## src/shared/trip_pkg.sv

```systemverilog
// constants and carriers for the timer interrupt, event and fault control
// assumes a single 25 MHz peripheral clock and synchronous inputs
package trip_pkg;

  // ==========================================================
  // sizes and clock
  localparam int NUM_CH        = 4;
  localparam int NUM_REC       = 2;
  localparam int CNT_W         = 16;
  localparam int CLK_PERIOD_NS = 40;
  localparam int BLANK_NS      = 400;
  localparam int BLANK_CYC     = (BLANK_NS + CLK_PERIOD_NS - 1) / CLK_PERIOD_NS;

  // ==========================================================
  // irq flag bit positions
  localparam int F_WRAP   = 0;
  localparam int F_RETRIG = 1;
  localparam int F_TICK   = 2;
  localparam int F_CAPOVF = 3;
  localparam int F_DBG    = 4;
  localparam int F_REC0   = 5;
  localparam int F_PERM   = F_REC0 + NUM_REC;
  localparam int F_MATCH0 = F_PERM + 1;
  localparam int FLAG_W   = F_MATCH0 + NUM_CH;

  // ==========================================================
  // event_control bit positions
  localparam int EO_WRAP   = 0;
  localparam int EO_RETRIG = 1;
  localparam int EO_TICK   = 2;
  localparam int EO_MATCH0 = 3;
  localparam int EO_W      = EO_MATCH0 + NUM_CH;

  // ==========================================================
  // trip configuration word fields
  localparam int CFG_W      = 12;
  localparam int TRIP_CAPTURE_CHANNEL_HI   = 11;
  localparam int TRIP_CAPTURE_CHANNEL_LO   = 10;
  localparam int HALT_HI    = 9;
  localparam int HALT_LO    = 8;
  localparam int RESTART_B  = 7;
  localparam int BLANK_HI   = 6;
  localparam int BLANK_LO   = 5;
  localparam int CAPMODE_HI = 2;
  localparam int CAPMODE_LO = 0;

  // ==========================================================
  // field codes
  localparam logic [2:0] CAP_PEAK   = 3'h3;
  localparam logic [2:0] CAP_LMIN   = 3'h4;
  localparam logic [2:0] CAP_LMAX   = 3'h5;
  localparam logic [2:0] CAP_EXT    = 3'h6;
  localparam logic [1:0] HALT_NONE  = 2'h0;
  localparam logic [1:0] HALT_HW    = 2'h1;
  localparam logic [1:0] HALT_SW    = 2'h2;
  localparam logic [1:0] HALT_PERM  = 2'h3;
  localparam logic [1:0] BLANK_NONE = 2'h0;
  localparam logic [1:0] BLANK_WRAP = 2'h1;
  localparam logic [1:0] BLANK_TRIG = 2'h2;
  localparam logic [1:0] BLANK_MTCH = 2'h3;
  localparam logic [1:0] CH_NONE    = 2'h0;
  localparam logic [1:0] CH_CAPTURE = 2'h1;
  localparam logic [1:0] CH_REC     = 2'h2;
  localparam logic [1:0] CH_PERM    = 2'h3;
  localparam logic [1:0] CIE_NONE   = 2'h0;
  localparam logic [1:0] CIE_RETRIG = 2'h1;
  localparam logic [1:0] CIE_DIR    = 2'h2;
  localparam logic [1:0] CIE_STOP   = 2'h3;

  // ==========================================================
  // trip unit results
  typedef struct packed {
    logic             cap;
    logic [CNT_W-1:0] val;
    logic             flag;
    logic             halt;
    logic             restart;
    logic             nonrec;
  } trip_out_t;

endpackage

```

## src/design/trip_irq_ctrl.sv

```systemverilog
// interrupt flags, output events, input events and recoverable trips
// assumes counter status pulses and software strobes synchronous to clk
//
// Notes on behaviour
// - every counter status source and trip unit owns a sticky flag; counter input events own none
// - enable set/clear by writing ones only
// - request while flag and enable both set
// - one shared request, software reads flags
// - flags for wrap, trigger, tick, trips, matches
// - request raised regardless of counter activity
// - output events gated by event_control bits
// - channel event captures or raises fault
// - counter input retriggers, steers, or stops
// - peak mode stores only new maxima
// - local minimum mode flags each minimum
// - local maximum and extremum mode flagging
// - trip capture channel selects target slot
// - halt field picks trip halt action
// - restart bit enables restart when the trip clears, except with halt field HALT_PERM
// - blanking field picks blanking start point
`timescale 1ns/1ns
`default_nettype none
module trip_irq_ctrl #(
  parameter int BLANK_CYC = trip_pkg::BLANK_CYC
) (
  // clock and reset
  input  wire logic                                          clk,
  input  wire logic                                          resetn,
  // counter status
  input  wire logic [trip_pkg::CNT_W-1:0]                    count,
  input  wire logic                                          wrap_event,
  input  wire logic                                          retrigger_event,
  input  wire logic                                          count_tick_event,
  input  wire logic [trip_pkg::NUM_CH-1:0]                   channel_match,
  input  wire logic                                          debug_halt_state,
  // input events and trips
  input  wire logic [trip_pkg::NUM_CH-1:0]                   channel_event,
  input  wire logic                                          counter_input_event,
  input  wire logic [trip_pkg::NUM_REC-1:0]                  recoverable_trip_n,
  // configuration
  input  wire logic [trip_pkg::EO_W-1:0]                     event_control,
  input  wire logic [trip_pkg::NUM_CH-1:0][1:0]              channel_action,
  input  wire logic [1:0]                                    counter_input_action,
  input  wire logic [trip_pkg::NUM_REC-1:0][trip_pkg::CFG_W-1:0] trip_config,
  input  wire logic                                          sw_halt_release,
  // software strobes
  input  wire logic [trip_pkg::FLAG_W-1:0]                   irq_enable_set,
  input  wire logic [trip_pkg::FLAG_W-1:0]                   irq_enable_clear,
  input  wire logic [trip_pkg::FLAG_W-1:0]                   irq_flag_clear,
  // status and request
  output logic      [trip_pkg::FLAG_W-1:0]                   irq_flags,
  output logic      [trip_pkg::FLAG_W-1:0]                   irq_enable,
  output logic                                               irq_request,
  // output events
  output logic      [trip_pkg::EO_W-1:0]                     event_out,
  // capture slots and counter control
  output logic      [trip_pkg::NUM_CH-1:0][trip_pkg::CNT_W-1:0] capture_slot,
  output logic                                               counter_restart,
  output logic                                               count_down,
  output logic                                               counter_stop,
  output logic                                               counter_halt
);
  localparam int NCH = trip_pkg::NUM_CH;
  localparam int NREC = trip_pkg::NUM_REC;
  localparam int FW = trip_pkg::FLAG_W;
  localparam int CW = trip_pkg::CNT_W;

  typedef struct packed {
    logic [FW-1:0]                  flags;
    logic [FW-1:0]                  en;
    logic                           irq;
    logic [trip_pkg::EO_W-1:0]      ev;
    logic [NCH-1:0][CW-1:0]         slot;
    logic                           dbg_prev;
    logic                           cie_prev;
    logic                           perm_hold;
    logic                           restart;
    logic                           down;
    logic                           stop;
    logic                           halt;
  } ctrl_state_t;

  ctrl_state_t             st_q;
  ctrl_state_t             st_d;
  logic [1:0]              rst_sync_q;
  logic                    rst_n;
  logic [NREC-1:0]         trip_in;
  logic [NREC-1:0][CW-1:0] sel_val;
  trip_pkg::trip_out_t     tu [NREC];
  logic [FW-1:0]           set;
  logic                    perm;
  logic [1:0]              sel;

  // ==========================================================
  // reset release
  always_ff @(posedge clk or negedge resetn)
  begin
    if (!resetn)
      rst_sync_q <= 2'h0;
    else
      rst_sync_q <= {rst_sync_q[0], 1'b1};
  end
  assign rst_n = rst_sync_q[1];

  // ==========================================================
  // trip inputs and units
  always_comb
  begin
    trip_in = recoverable_trip_n;
    for (int i = 0; i < NCH; i++)
    begin
      if (channel_event[i] && channel_action[i] == trip_pkg::CH_REC)
        trip_in[i % NREC] = 1'b1;
    end
  end

  for (genvar k = 0; k < NREC; k++)
  begin : g_trip
    assign sel_val[k] = st_q.slot[trip_config[k][trip_pkg::TRIP_CAPTURE_CHANNEL_HI:trip_pkg::TRIP_CAPTURE_CHANNEL_LO]];
    trip_unit #(
      .BLANK_CYC(BLANK_CYC)
    ) u_trip (
      .clk             (clk),
      .rst_n           (rst_n),
      .fault_in        (trip_in[k]),
      .cfg             (trip_config[k]),
      .count           (count),
      .slot_val        (sel_val[k]),
      .wrap_event      (wrap_event),
      .retrigger_event (retrigger_event),
      .match_any       (|channel_match),
      .sw_halt_release (sw_halt_release),
      .out             (tu[k])
    );
  end

  // ==========================================================
  // next state
  always_comb
  begin
    st_d         = st_q;
    set          = '0;
    perm         = 1'b0;
    sel          = 2'h0;
    st_d.restart = 1'b0;
    st_d.stop    = 1'b0;
    set[trip_pkg::F_WRAP]   = wrap_event;
    set[trip_pkg::F_RETRIG] = retrigger_event;
    set[trip_pkg::F_TICK]   = count_tick_event;
    set[trip_pkg::F_DBG]    = debug_halt_state && !st_q.dbg_prev;
    st_d.dbg_prev           = debug_halt_state;
    for (int i = 0; i < NCH; i++)
    begin
      set[trip_pkg::F_MATCH0 + i] = channel_match[i];
      if (channel_event[i])
      begin
        unique case (channel_action[i])
          trip_pkg::CH_CAPTURE:
          begin
            if (st_q.flags[trip_pkg::F_MATCH0 + i])
              set[trip_pkg::F_CAPOVF] = 1'b1;
            else
            begin
              st_d.slot[i] = count;
              set[trip_pkg::F_MATCH0 + i] = 1'b1;
            end
          end
          trip_pkg::CH_PERM: perm = 1'b1;
          default: ;
        endcase
      end
    end
    for (int k = 0; k < NREC; k++)
    begin
      sel = trip_config[k][trip_pkg::TRIP_CAPTURE_CHANNEL_HI:trip_pkg::TRIP_CAPTURE_CHANNEL_LO];
      if (tu[k].cap)
        st_d.slot[sel] = tu[k].val;
      set[trip_pkg::F_REC0 + k] = tu[k].flag;
      if (tu[k].nonrec)
        perm = 1'b1;
      if (tu[k].restart)
        st_d.restart = 1'b1;
    end
    set[trip_pkg::F_PERM] = perm;
    st_d.perm_hold = (st_q.perm_hold && !irq_flag_clear[trip_pkg::F_PERM]) || perm;
    st_d.cie_prev = counter_input_event;
    unique case (counter_input_action)
      trip_pkg::CIE_RETRIG:
        if (counter_input_event && !st_q.cie_prev)
          st_d.restart = 1'b1;
      trip_pkg::CIE_DIR: st_d.down = counter_input_event;
      trip_pkg::CIE_STOP: st_d.stop = counter_input_event && !st_q.cie_prev;
      default: ;
    endcase
    st_d.halt = st_d.perm_hold;
    for (int k = 0; k < NREC; k++)
    begin
      if (tu[k].halt)
        st_d.halt = 1'b1;
    end
    st_d.ev[trip_pkg::EO_WRAP]   = wrap_event && event_control[trip_pkg::EO_WRAP];
    st_d.ev[trip_pkg::EO_RETRIG] = retrigger_event && event_control[trip_pkg::EO_RETRIG];
    st_d.ev[trip_pkg::EO_TICK]   = count_tick_event && event_control[trip_pkg::EO_TICK];
    for (int i = 0; i < NCH; i++)
    begin
      st_d.ev[trip_pkg::EO_MATCH0 + i] =
        channel_match[i] && event_control[trip_pkg::EO_MATCH0 + i];
    end
    st_d.flags = (st_q.flags & ~irq_flag_clear) | set;
    st_d.en = (st_q.en & ~irq_enable_clear) | irq_enable_set;
    st_d.irq = |(st_d.flags & st_d.en);
  end

  always_ff @(posedge clk or negedge rst_n)
  begin
    if (!rst_n)
      st_q <= '0;
    else
      st_q <= st_d;
  end

  // ==========================================================
  // outputs
  assign irq_flags       = st_q.flags;
  assign irq_enable      = st_q.en;
  assign irq_request     = st_q.irq;
  assign event_out       = st_q.ev;
  assign capture_slot    = st_q.slot;
  assign counter_restart = st_q.restart;
  assign count_down      = st_q.down;
  assign counter_stop    = st_q.stop;
  assign counter_halt    = st_q.halt;
endmodule
`default_nettype wire

```

## src/design/trip_unit.sv

```systemverilog
// one recoverable trip input: blanking, capture mode, halt and restart
// assumes synchronous inputs and a reset already synchronised
`timescale 1ns/1ns
`default_nettype none
module trip_unit #(
  parameter int BLANK_CYC = trip_pkg::BLANK_CYC
) (
  // clock and reset
  input  wire logic                        clk,
  input  wire logic                        rst_n,
  // trip and counter status
  input  wire logic                        fault_in,
  input  wire logic [trip_pkg::CFG_W-1:0]  cfg,
  input  wire logic [trip_pkg::CNT_W-1:0]  count,
  input  wire logic [trip_pkg::CNT_W-1:0]  slot_val,
  input  wire logic                        wrap_event,
  input  wire logic                        retrigger_event,
  input  wire logic                        match_any,
  input  wire logic                        sw_halt_release,
  // results
  output var trip_pkg::trip_out_t          out
);
  localparam int BW = $clog2(BLANK_CYC + 1);

  typedef struct packed {
    logic                      prev;
    logic [BW-1:0]             blank;
    logic                      sw_hold;
    logic                      trend_up;
    logic                      have_last;
    logic [trip_pkg::CNT_W-1:0] last_val;
    trip_pkg::trip_out_t       out;
  } unit_state_t;

  unit_state_t s_q;
  unit_state_t s_d;
  logic [2:0]  mode;
  logic [1:0]  halt;
  logic [1:0]  blank;
  logic        rise;
  logic        up;
  logic        start;

  // ==========================================================
  // next state
  always_comb
  begin
    s_d         = s_q;
    mode        = cfg[trip_pkg::CAPMODE_HI:trip_pkg::CAPMODE_LO];
    halt        = cfg[trip_pkg::HALT_HI:trip_pkg::HALT_LO];
    blank       = cfg[trip_pkg::BLANK_HI:trip_pkg::BLANK_LO];
    s_d.prev    = fault_in;
    s_d.out.cap = 1'b0;
    s_d.out.val = count;
    s_d.out.flag = 1'b0;
    rise        = fault_in && !s_q.prev && (s_q.blank == '0);
    up          = count > s_q.last_val;
    unique case (blank)
      trip_pkg::BLANK_WRAP: start = wrap_event;
      trip_pkg::BLANK_TRIG: start = retrigger_event;
      trip_pkg::BLANK_MTCH: start = match_any;
      default:              start = 1'b0;
    endcase
    if (start)
      s_d.blank = BW'(BLANK_CYC);
    else if (s_q.blank != '0)
      s_d.blank = s_q.blank - BW'(1);
    if (rise)
    begin
      unique case (mode)
        trip_pkg::CAP_PEAK:
        begin
          s_d.out.cap  = count > slot_val;
          s_d.out.flag = count > slot_val;
        end
        trip_pkg::CAP_LMIN:
        begin
          s_d.out.cap  = 1'b1;
          s_d.out.flag = s_q.have_last && !s_q.trend_up && up;
        end
        trip_pkg::CAP_LMAX:
        begin
          s_d.out.cap  = 1'b1;
          s_d.out.flag = s_q.have_last && s_q.trend_up && !up;
        end
        trip_pkg::CAP_EXT:
        begin
          s_d.out.cap  = 1'b1;
          s_d.out.flag = s_q.have_last && (s_q.trend_up != up);
        end
        default: s_d.out.flag = 1'b1;
      endcase
      if (mode >= trip_pkg::CAP_LMIN && mode <= trip_pkg::CAP_EXT)
      begin
        s_d.last_val  = count;
        s_d.trend_up  = up;
        s_d.have_last = 1'b1;
      end
    end
    s_d.sw_hold    = (s_q.sw_hold && !sw_halt_release) || (rise && halt == trip_pkg::HALT_SW);
    s_d.out.halt   = (halt == trip_pkg::HALT_HW && fault_in) || s_d.sw_hold;
    s_d.out.nonrec = rise && halt == trip_pkg::HALT_PERM;
    s_d.out.restart = cfg[trip_pkg::RESTART_B] && s_q.prev && !fault_in
                      && halt != trip_pkg::HALT_PERM;
  end

  always_ff @(posedge clk or negedge rst_n)
  begin
    if (!rst_n)
      s_q <= '0;
    else
      s_q <= s_d;
  end

  assign out = s_q.out;
endmodule
`default_nettype wire

```

## config.mk

```make
export PLATFORM = sky130hd
export DESIGN_NAME = trip_irq_ctrl
export DESIGN_NICKNAME = d
export VERILOG_FILES = /design/src/shared/trip_pkg.sv /design/src/design/trip_irq_ctrl.sv /design/src/design/trip_unit.sv
export SDC_FILE = /design/constraint.sdc
export NUM_CORES = 1
export LEC_CHECK = 0
export BUFFER_PORTS_ARGS = -buffer_cell sky130_fd_sc_hd__buf_2
export CAP_MARGIN = 40
export CORE_MARGIN = 2
export CORE_UTILIZATION = 45
export CTS_CLUSTER_DIAMETER = 150
export DETAILED_ROUTE_END_ITERATION = 8
export PLACE_DENSITY = 0.67
export SYNTH_ARGS = -nofsm -noshare
export SYNTH_HDL_FRONTEND = slang
export SYNTH_SLANG_ARGS = --single-unit
```

## constraint.sdc

```tcl
create_clock -name clk -period 6.7 [get_ports clk]
set_clock_uncertainty 0.2 [all_clocks]
set_input_delay 0 -clock clk [delete_from_list [all_inputs] [get_ports clk]]
set_output_delay 0 -clock clk [all_outputs]
set_load 0.01 [all_outputs]
```

==> results of run 1 <==
==> cells by family (layout without fill, tap and decap cells) <==
kind of cell	Yosys count	count (layout)	share of synthesized area [%]
compound gates	178	178	10.5
xor+xnor	9	9	0.756
flops	179	179	43.0
other cells	1	1	0.0360
buf+inv	222	471	11.7
fa+ha+maj	68	68	8.16
simple gates	205	205	9.55
mux	127	127	16.4
==> state kept, by name, indices dropped and copies added (netlist names) <==
| register | count |
|---|---|
| capture_slot | 64 |
| event_out | 7 |
| counter_halt | 1 |
| irq_enable | 12 |
| count_down | 1 |
| g_trip.u_trip.out | 26 |
| st_q | 3 |
| irq_flags | 12 |
| g_trip.u_trip.s_q | 48 |
| counter_restart | 1 |
| irq_request | 1 |
| rst_sync_q | 2 |
| counter_stop | 1 |
==> cell usage after synthesis (3+ instances only) <==
cell type | count | area, um2
xnor2_1 | 4 | 35.0
ha_1 | 68 | 851
and2_1 | 8 | 50.1
o21ai_0 | 67 | 335
nand2b_1 | 4 | 25.0
nor2b_1 | 3 | 18.8
buf_4 | 99 | 743
or3_1 | 5 | 31.3
o211ai_1 | 4 | 30.0
a31o_2 | 3 | 26.3
a211oi_1 | 3 | 22.5
nor3_2 | 4 | 40.0
nor4_1 | 4 | 25.0
mux4_2 | 32 | 721
inv_1 | 99 | 372
a211o_1 | 5 | 43.8
clkbuf_1 | 16 | 60.1
dfrtp_1 | 179 | 4480
nor2_1 | 38 | 143
a21o_1 | 22 | 165
a311oi_1 | 3 | 26.3
a21oi_1 | 45 | 225
mux2_2 | 31 | 349
nand2_1 | 88 | 330
xor2_1 | 5 | 43.8
nand3_1 | 15 | 75.1
and3_1 | 4 | 25.0
mux2i_1 | 64 | 641
buf_2 | 8 | 40.0
nor3_1 | 6 | 30.0
nor3b_1 | 4 | 30.0
nand4_1 | 11 | 68.8
==> power breakdown <==
| part | leakage, nW | total [W] | internal (W) | switching, W |
|---|---|---|---|---|
| logic | 3.56 | 0.00125 | 0.000635 | 0.000615 |
| clock network | 0.288 | 0.000993 | 0.000516 | 0.000478 |
| registers | 2.19 | 0.00155 | 0.00133 | 0.000222 |
| total | 6.04 | 0.00380 | 0.00248 | 0.00131 |
==> final timing paths <==
check                                                     end  slack (ns)  depth (start not counted)
setup / recovery            g_trip[1].u_trip.out[3]$_DFF_PN0_        3.33                         11
hold / removal             g_trip[1].u_trip.out[20]$_DFF_PN0_        0.02                          5
setup reg to reg            g_trip[1].u_trip.out[3]$_DFF_PN0_        3.33                         10
hold reg to reg                     counter_restart$_DFF_PN0_        0.10                          0
max in group asynchronous   g_trip[1].u_trip.out[4]$_DFF_PN0_        5.06                          2
min in group asynchronous           counter_restart$_DFF_PN0_        0.10                          0
==> critical path, cell delays in order <==
cell	delay [ns]
dlygate4sd3_1	0.56
buf_2	0.22
ha_1	0.34
nor2b_4	0.14
o211ai_2	0.12
a21oi_1	0.08
or4_4	0.50
a211o_1	0.30
dlygate4sd3_1	0.55
a31oi_1	0.16
dlygate4sd3_1	0.56
==> per-stage QoR <==
| stage | cell area (um2) | power, W | setup WS, ns |
|---|---|---|---|
| final | 13000 | 0.00380 | 3.33 |
| after global routing | 13000 | 0.00406 | 3.24 |
| after CTS | 13000 | 0.00381 | 3.35 |
| after detailed placement | 11200 | 0.00275 | 3.57 |
| after global placement | 11100 | 0.00270 | 3.59 |
| after floorplan | 10400 | 0.00251 | 1.14 |
==> final cells by class <==
class                      count  area, um2  area share, %
tap                          285        357           2.75
clock inverter                13        143           1.10
multi-input combinational    588       4770           36.8
sequential                   179       4480           34.6
timing repair buffer         340       2380           18.4
clock buffer                  19        453           3.50
inverter                      99        372           2.87
==> metal layers <==
metal	up-vias	part of all wire, %	GRT usage [%]
li1	3847	-	-
met1	3898	43	28.9
met2	250	49	41.7
met3	40	6.0	4.75
met4	0	1.7	6.55
met5	-	0	0
==> repair_timing <==
item / 4_1_cts / 5_1_grt
hold buffers: 120 / 0
setup endpoints to repair: 0 / 0
buffers inserted: 0 / 0
endpoints found under the hold margin: 175 / 0
==> metrics, run 1 <==
Critical Path Fanout Max=11; static leakage=between 6 and 7 nW; dpl cells=1,371; share of cells above drive strength 1=between 20% and 30%; Worst VDD drop=0.175 mV; final wirelength=about 28,000 um; Max Slew Vio Count=0; DRT antenna net count=0; # resized after CTS=0; Seq/Total Area, Yosys=43.0%; via density per instance=between 5 and 6; Synth Net Count=around 1,200; CP Class=in -> reg; Synth Cell Area=0.0104 mm2; CORE AREA=around 0.023 mm2; CTS Buffer Depth=2; worst min-delay path startpoint=trip_config[12]; PwrDens=around 290 mW/mm2; Top FF cell, synth=dfrtp_1; number of flops mapped to enable cells by yosys=0; CP Capture Type=register; crit path launch type=input port; WP data required=6.87 ns; initial antenna violation count=0; f_max=just under 300 MHz; die width=approximately 160 um; vias=roughly 8,000; Yosys warning count=0; H-tree levels=4; first-pass GRT wire length=approximately 44,000 um; TritonRoute pass-1 iters=5; Avg Cell Area, Syn=~11 um2; Final GP Congestion=0.819; Worst Hold Class=in -> reg; CTS tree=yes; most common cell after layout, fill and taps aside=buf_2; total CTS buffers=17; Fin. Hold Viols=0; commonest non-fill, non-tap cells in the layout=buf_2 (206), dfrtp_1 (178), dlygate4sd3_1 (120); Worst Tran Pin Value=about 0.83 ns; WL/cell=18.3 um; final core utilization=a little under three fifths; Worst EP arrival=3.54 ns; Initial Utilization=around 46%; die area=about 0.024 mm2; Yosys cell types=58; DP HPWL=around 19,000 um; Slew Limit Headroom=43.9%; #FFs+latches synth=179; Final setup viols=0; unrepaired setup endpoints after global routing=no; gr ovfl total=0; final worst path period need=3.37 ns; Total GRT Usage=a little under a quarter; number of clock sinks=179; Chip Height=roughly 160 um; port bufs=206; Setup crit start=count[1]; root buffer cell=clkbuf_16; row cnt=55; Area Overhead vs Synth=24.3%; vias in the first global route=~8,300; asr flop ratio synth=100%; maxcap violations=0; net total in the final layout=1,404; DRC violations left=0; largest net degree at the start of global routing=between 60 and 70; WHS=~0.017 ns; 1st-iter DRT viols=446; Worst-path clk slew=0.07 ns; final std cells w/o fill=between 1,500 and 2,000; Reg-to-Reg Start=g_trip[1].u_trip.s_q[32]$_DFFE_PN0P_; Final Cycle Share=50.3%; worst-skew pair later-pin latency=0.44 ns; status=complete, no violations; Fillers=between 1,500 and 2,000; Fin Setup TNS=0 ns; Gate Count Post-Synth=989; num ports=around 210; antenna cells=0
Note: power is estimated with default switching activity, not from simulation.
==> run 2: changes to the inputs <==
--- a/config.mk
+++ b/config.mk
@@ -11,7 +11,7 @@
 export CORE_UTILIZATION = 45
 export CTS_CLUSTER_DIAMETER = 150
 export DETAILED_ROUTE_END_ITERATION = 8
-export PLACE_DENSITY = 0.67
+export PLACE_DENSITY = 0.7
 export SYNTH_ARGS = -nofsm -noshare
 export SYNTH_HDL_FRONTEND = slang
 export SYNTH_SLANG_ARGS = --single-unit
==> constraint.sdc (replaced) <==
create_clock -name clk -period 3 [get_ports clk]
set_clock_uncertainty 0.2 [all_clocks]
set_input_delay 0 -clock clk [delete_from_list [all_inputs] [get_ports clk]]
set_output_delay 0 -clock clk [all_outputs]
set_load 0.01 [all_outputs]
==> run 2 against run 1 <==
Effect of this change: register-to-register slack worse by 3.2 ns; die area unchanged; clock power up 120%; critical path type is now reg -> reg; largest cell class unchanged; largest power group unchanged.
==> metrics, run 2 (synthesized netlist as in run 1, its figures left out) <==
die width=156 um (unchanged); CP Class=reg -> reg; commonest non-fill, non-tap cells in the layout=buf_2 (207), dfrtp_1 (178), dlygate4sd3_1 (121); largest net degree at the start of global routing=81 (+23%); Worst EP arrival=3.03 ns (-0.51 ns); WHS=0.0469 ns (+0.0304 ns); total CTS buffers=17 (unchanged); final worst path period need=approximately 2.9 ns; Setup crit start=irq_flags[10]$_DFF_PN0_; Sw Share=35.0% (+0.37 points); CP max-delay cell=dlygate4sd3_1; clock group share of total power=25.9% (-0.3 points); TritonRoute pass-1 iters=5 (unchanged); first-pass GRT wire length=45,700 um (+3.9%); NetSw=0.00298 W (+130%); Final WS setup=0.0889 ns (-3.24 ns); vias in the first global route=8,532 (+2.5%); Fin Setup TNS=0 ns (unchanged); crit path buf inv count=2 (-2); gr ovfl total=0 (unchanged); antenna cells=0 (unchanged); Chip Height=156 um (unchanged); Slew Limit Headroom=52.8% (+9.0 points); CTS tree=yes; design area=0.0130 mm2 (+0.20%); Sequential Power Share=40.8% (about the same); worst min-delay path startpoint=counter_input_event; via density per instance=5.38 (+2.0%); Critical Path Fanout Max=4 (-7); CTS Buffer Depth=2 (unchanged); DP HPWL=19,200 um (+3.3%); Worst Tran Pin Value=0.701 ns (-0.133 ns); most used cell along the critical path=dlygate4sd3_1; die area=0.0244 mm2 (unchanged); Total GRT Usage=24.3% (+0.90 points); Worst-path clk slew=0.07 ns (about the same); net total in the final layout=1,409 (+0.36%); placed inst area=0.0112 mm2 (+0.19%); worst path cell trace=nor3_4 > a211o_1 > dlygate4sd3_1 > a222oi_1 > nand4_1 > dlygate4sd3_1; Worst Hold Class=in -> reg; status=complete, no violations; Power Internal=0.00553 W (+120%); Gate power share=33.3% (+0.4 points); WP data required=3.12 ns (-3.75 ns); row cnt=55 (unchanged); Max Slew Vio Count=0 (unchanged); number of clock sinks=179 (unchanged); Initial Utilization=45.9% (unchanged); setup bufs post-CTS=0 (unchanged); Final GP Congestion=0.828 (+1.1%); Final Cycle Share=slightly below 100%; initial antenna violation count=0 (unchanged); Reg-to-Reg Start=irq_flags[10]$_DFF_PN0_; Final setup viols=0 (unchanged); f_max=344 MHz; root buffer cell=clkbuf_16; WL/cell=19.0 um (+3.4%); H-tree levels=4 (unchanged); CP Capture Type=register; maxcap violations=0 (unchanged); unrepaired setup endpoints after global routing=yes; final wirelength=29,000 um (+3.7%); Crit path max-delay family=buffers and inverters; Fin. Hold Viols=0 (unchanged); static leakage=6.05 nW (+0.23%); most common cell after layout, fill and taps aside=buf_2; PwrDens=655 mW/mm2 (+120%); Largest register FFs=64 (unchanged); CORE AREA=0.0227 mm2 (unchanged); Area Overhead vs Synth=24.5%; Worst VDD drop=0.389 mV (+120%); num ports=211 (unchanged); Max stage delay on crit path=0.58 ns (+0.02 ns); share of cells above drive strength 1=27.0% (+0.29 points); pre-CTS WS=0.132 ns (-3.43 ns); 1st-iter DRT viols=600 (+35%); crit path launch type=register; vias=8,225 (+2.4%); DRC violations left=0 (unchanged); DRT antenna net count=0 (unchanged); port bufs=206 (unchanged); worst-skew pair later-pin latency=0.44 ns (about the same)
[run 2: final cells by class]
cell class,instances,area (um2)
clock buffer,19,443
clock inverter,13,136
fill,1886,9730
inverter,99,372
multi-input combinational,588,4780
sequential,179,4480
tap,285,357
timing repair buffer,345,2410
[run 2: worst paths after layout]
kind / slack, ns / depth (start not counted) / endpoint
min in group asynchronous: 0.10 / 0 / count_down$_DFFE_PN0N_
max in group asynchronous: 1.68 / 1 / st_q[4]$_DFF_PN0_
min reg2reg: 0.10 / 0 / count_down$_DFFE_PN0N_
max reg2reg: 0.09 / 6 / irq_request$_DFF_PN0_
max: 0.09 / 6 / irq_request$_DFF_PN0_
min: 0.05 / 2 / st_q[5]$_DFF_PN0_
[run 2: worst register-to-register path: stages, from the launching register on]
cell and delay (ns):
dfrtp_1 0.43, nor3_4 0.08, a211o_1 0.27, dlygate4sd3_1 0.58, a222oi_1 0.51, nand4_1 0.14, dlygate4sd3_1 0.58
[run 2: layer usage]
metal	vias up	GRT usage [%]	routed length, um
met3	49	5.72	2090
met5	-	0	0
li1	3860	-	-
met4	0	9.31	788
met1	4002	30.0	12100
met2	314	41.5	14000
[run 2: what timing repair did]
| action | CTS | global route |
|---|---|---|
| setup endpoints to repair | 0 | 2 |
| endpoints found under the hold margin | 177 | 0 |
| resized for setup | 0 | 2 |
| hold buffers | 121 | 0 |
[run 2: per-stage QoR]
stage	instances	power, W	util, %
global placement	1374	0.00604	49.2
CTS	1528	0.00854	57.1
finish	1528	0.00851	57.2
global route	1528	0.00910	57.2
detailed placement	1375	0.00617	49.2
floorplan	989	0.00560	-
[run 2: power by group through the flow]
stage	Clock, W	Sequential (W)	Combinational (W)
after floorplan	0	0.00337	0.00223
after global placement	0	0.00347	0.00257
after detailed placement	0	0.00350	0.00267
after CTS	0.00225	0.00346	0.00283
after global routing	0.00236	0.00355	0.00318
final	0.00220	0.00347	0.00284
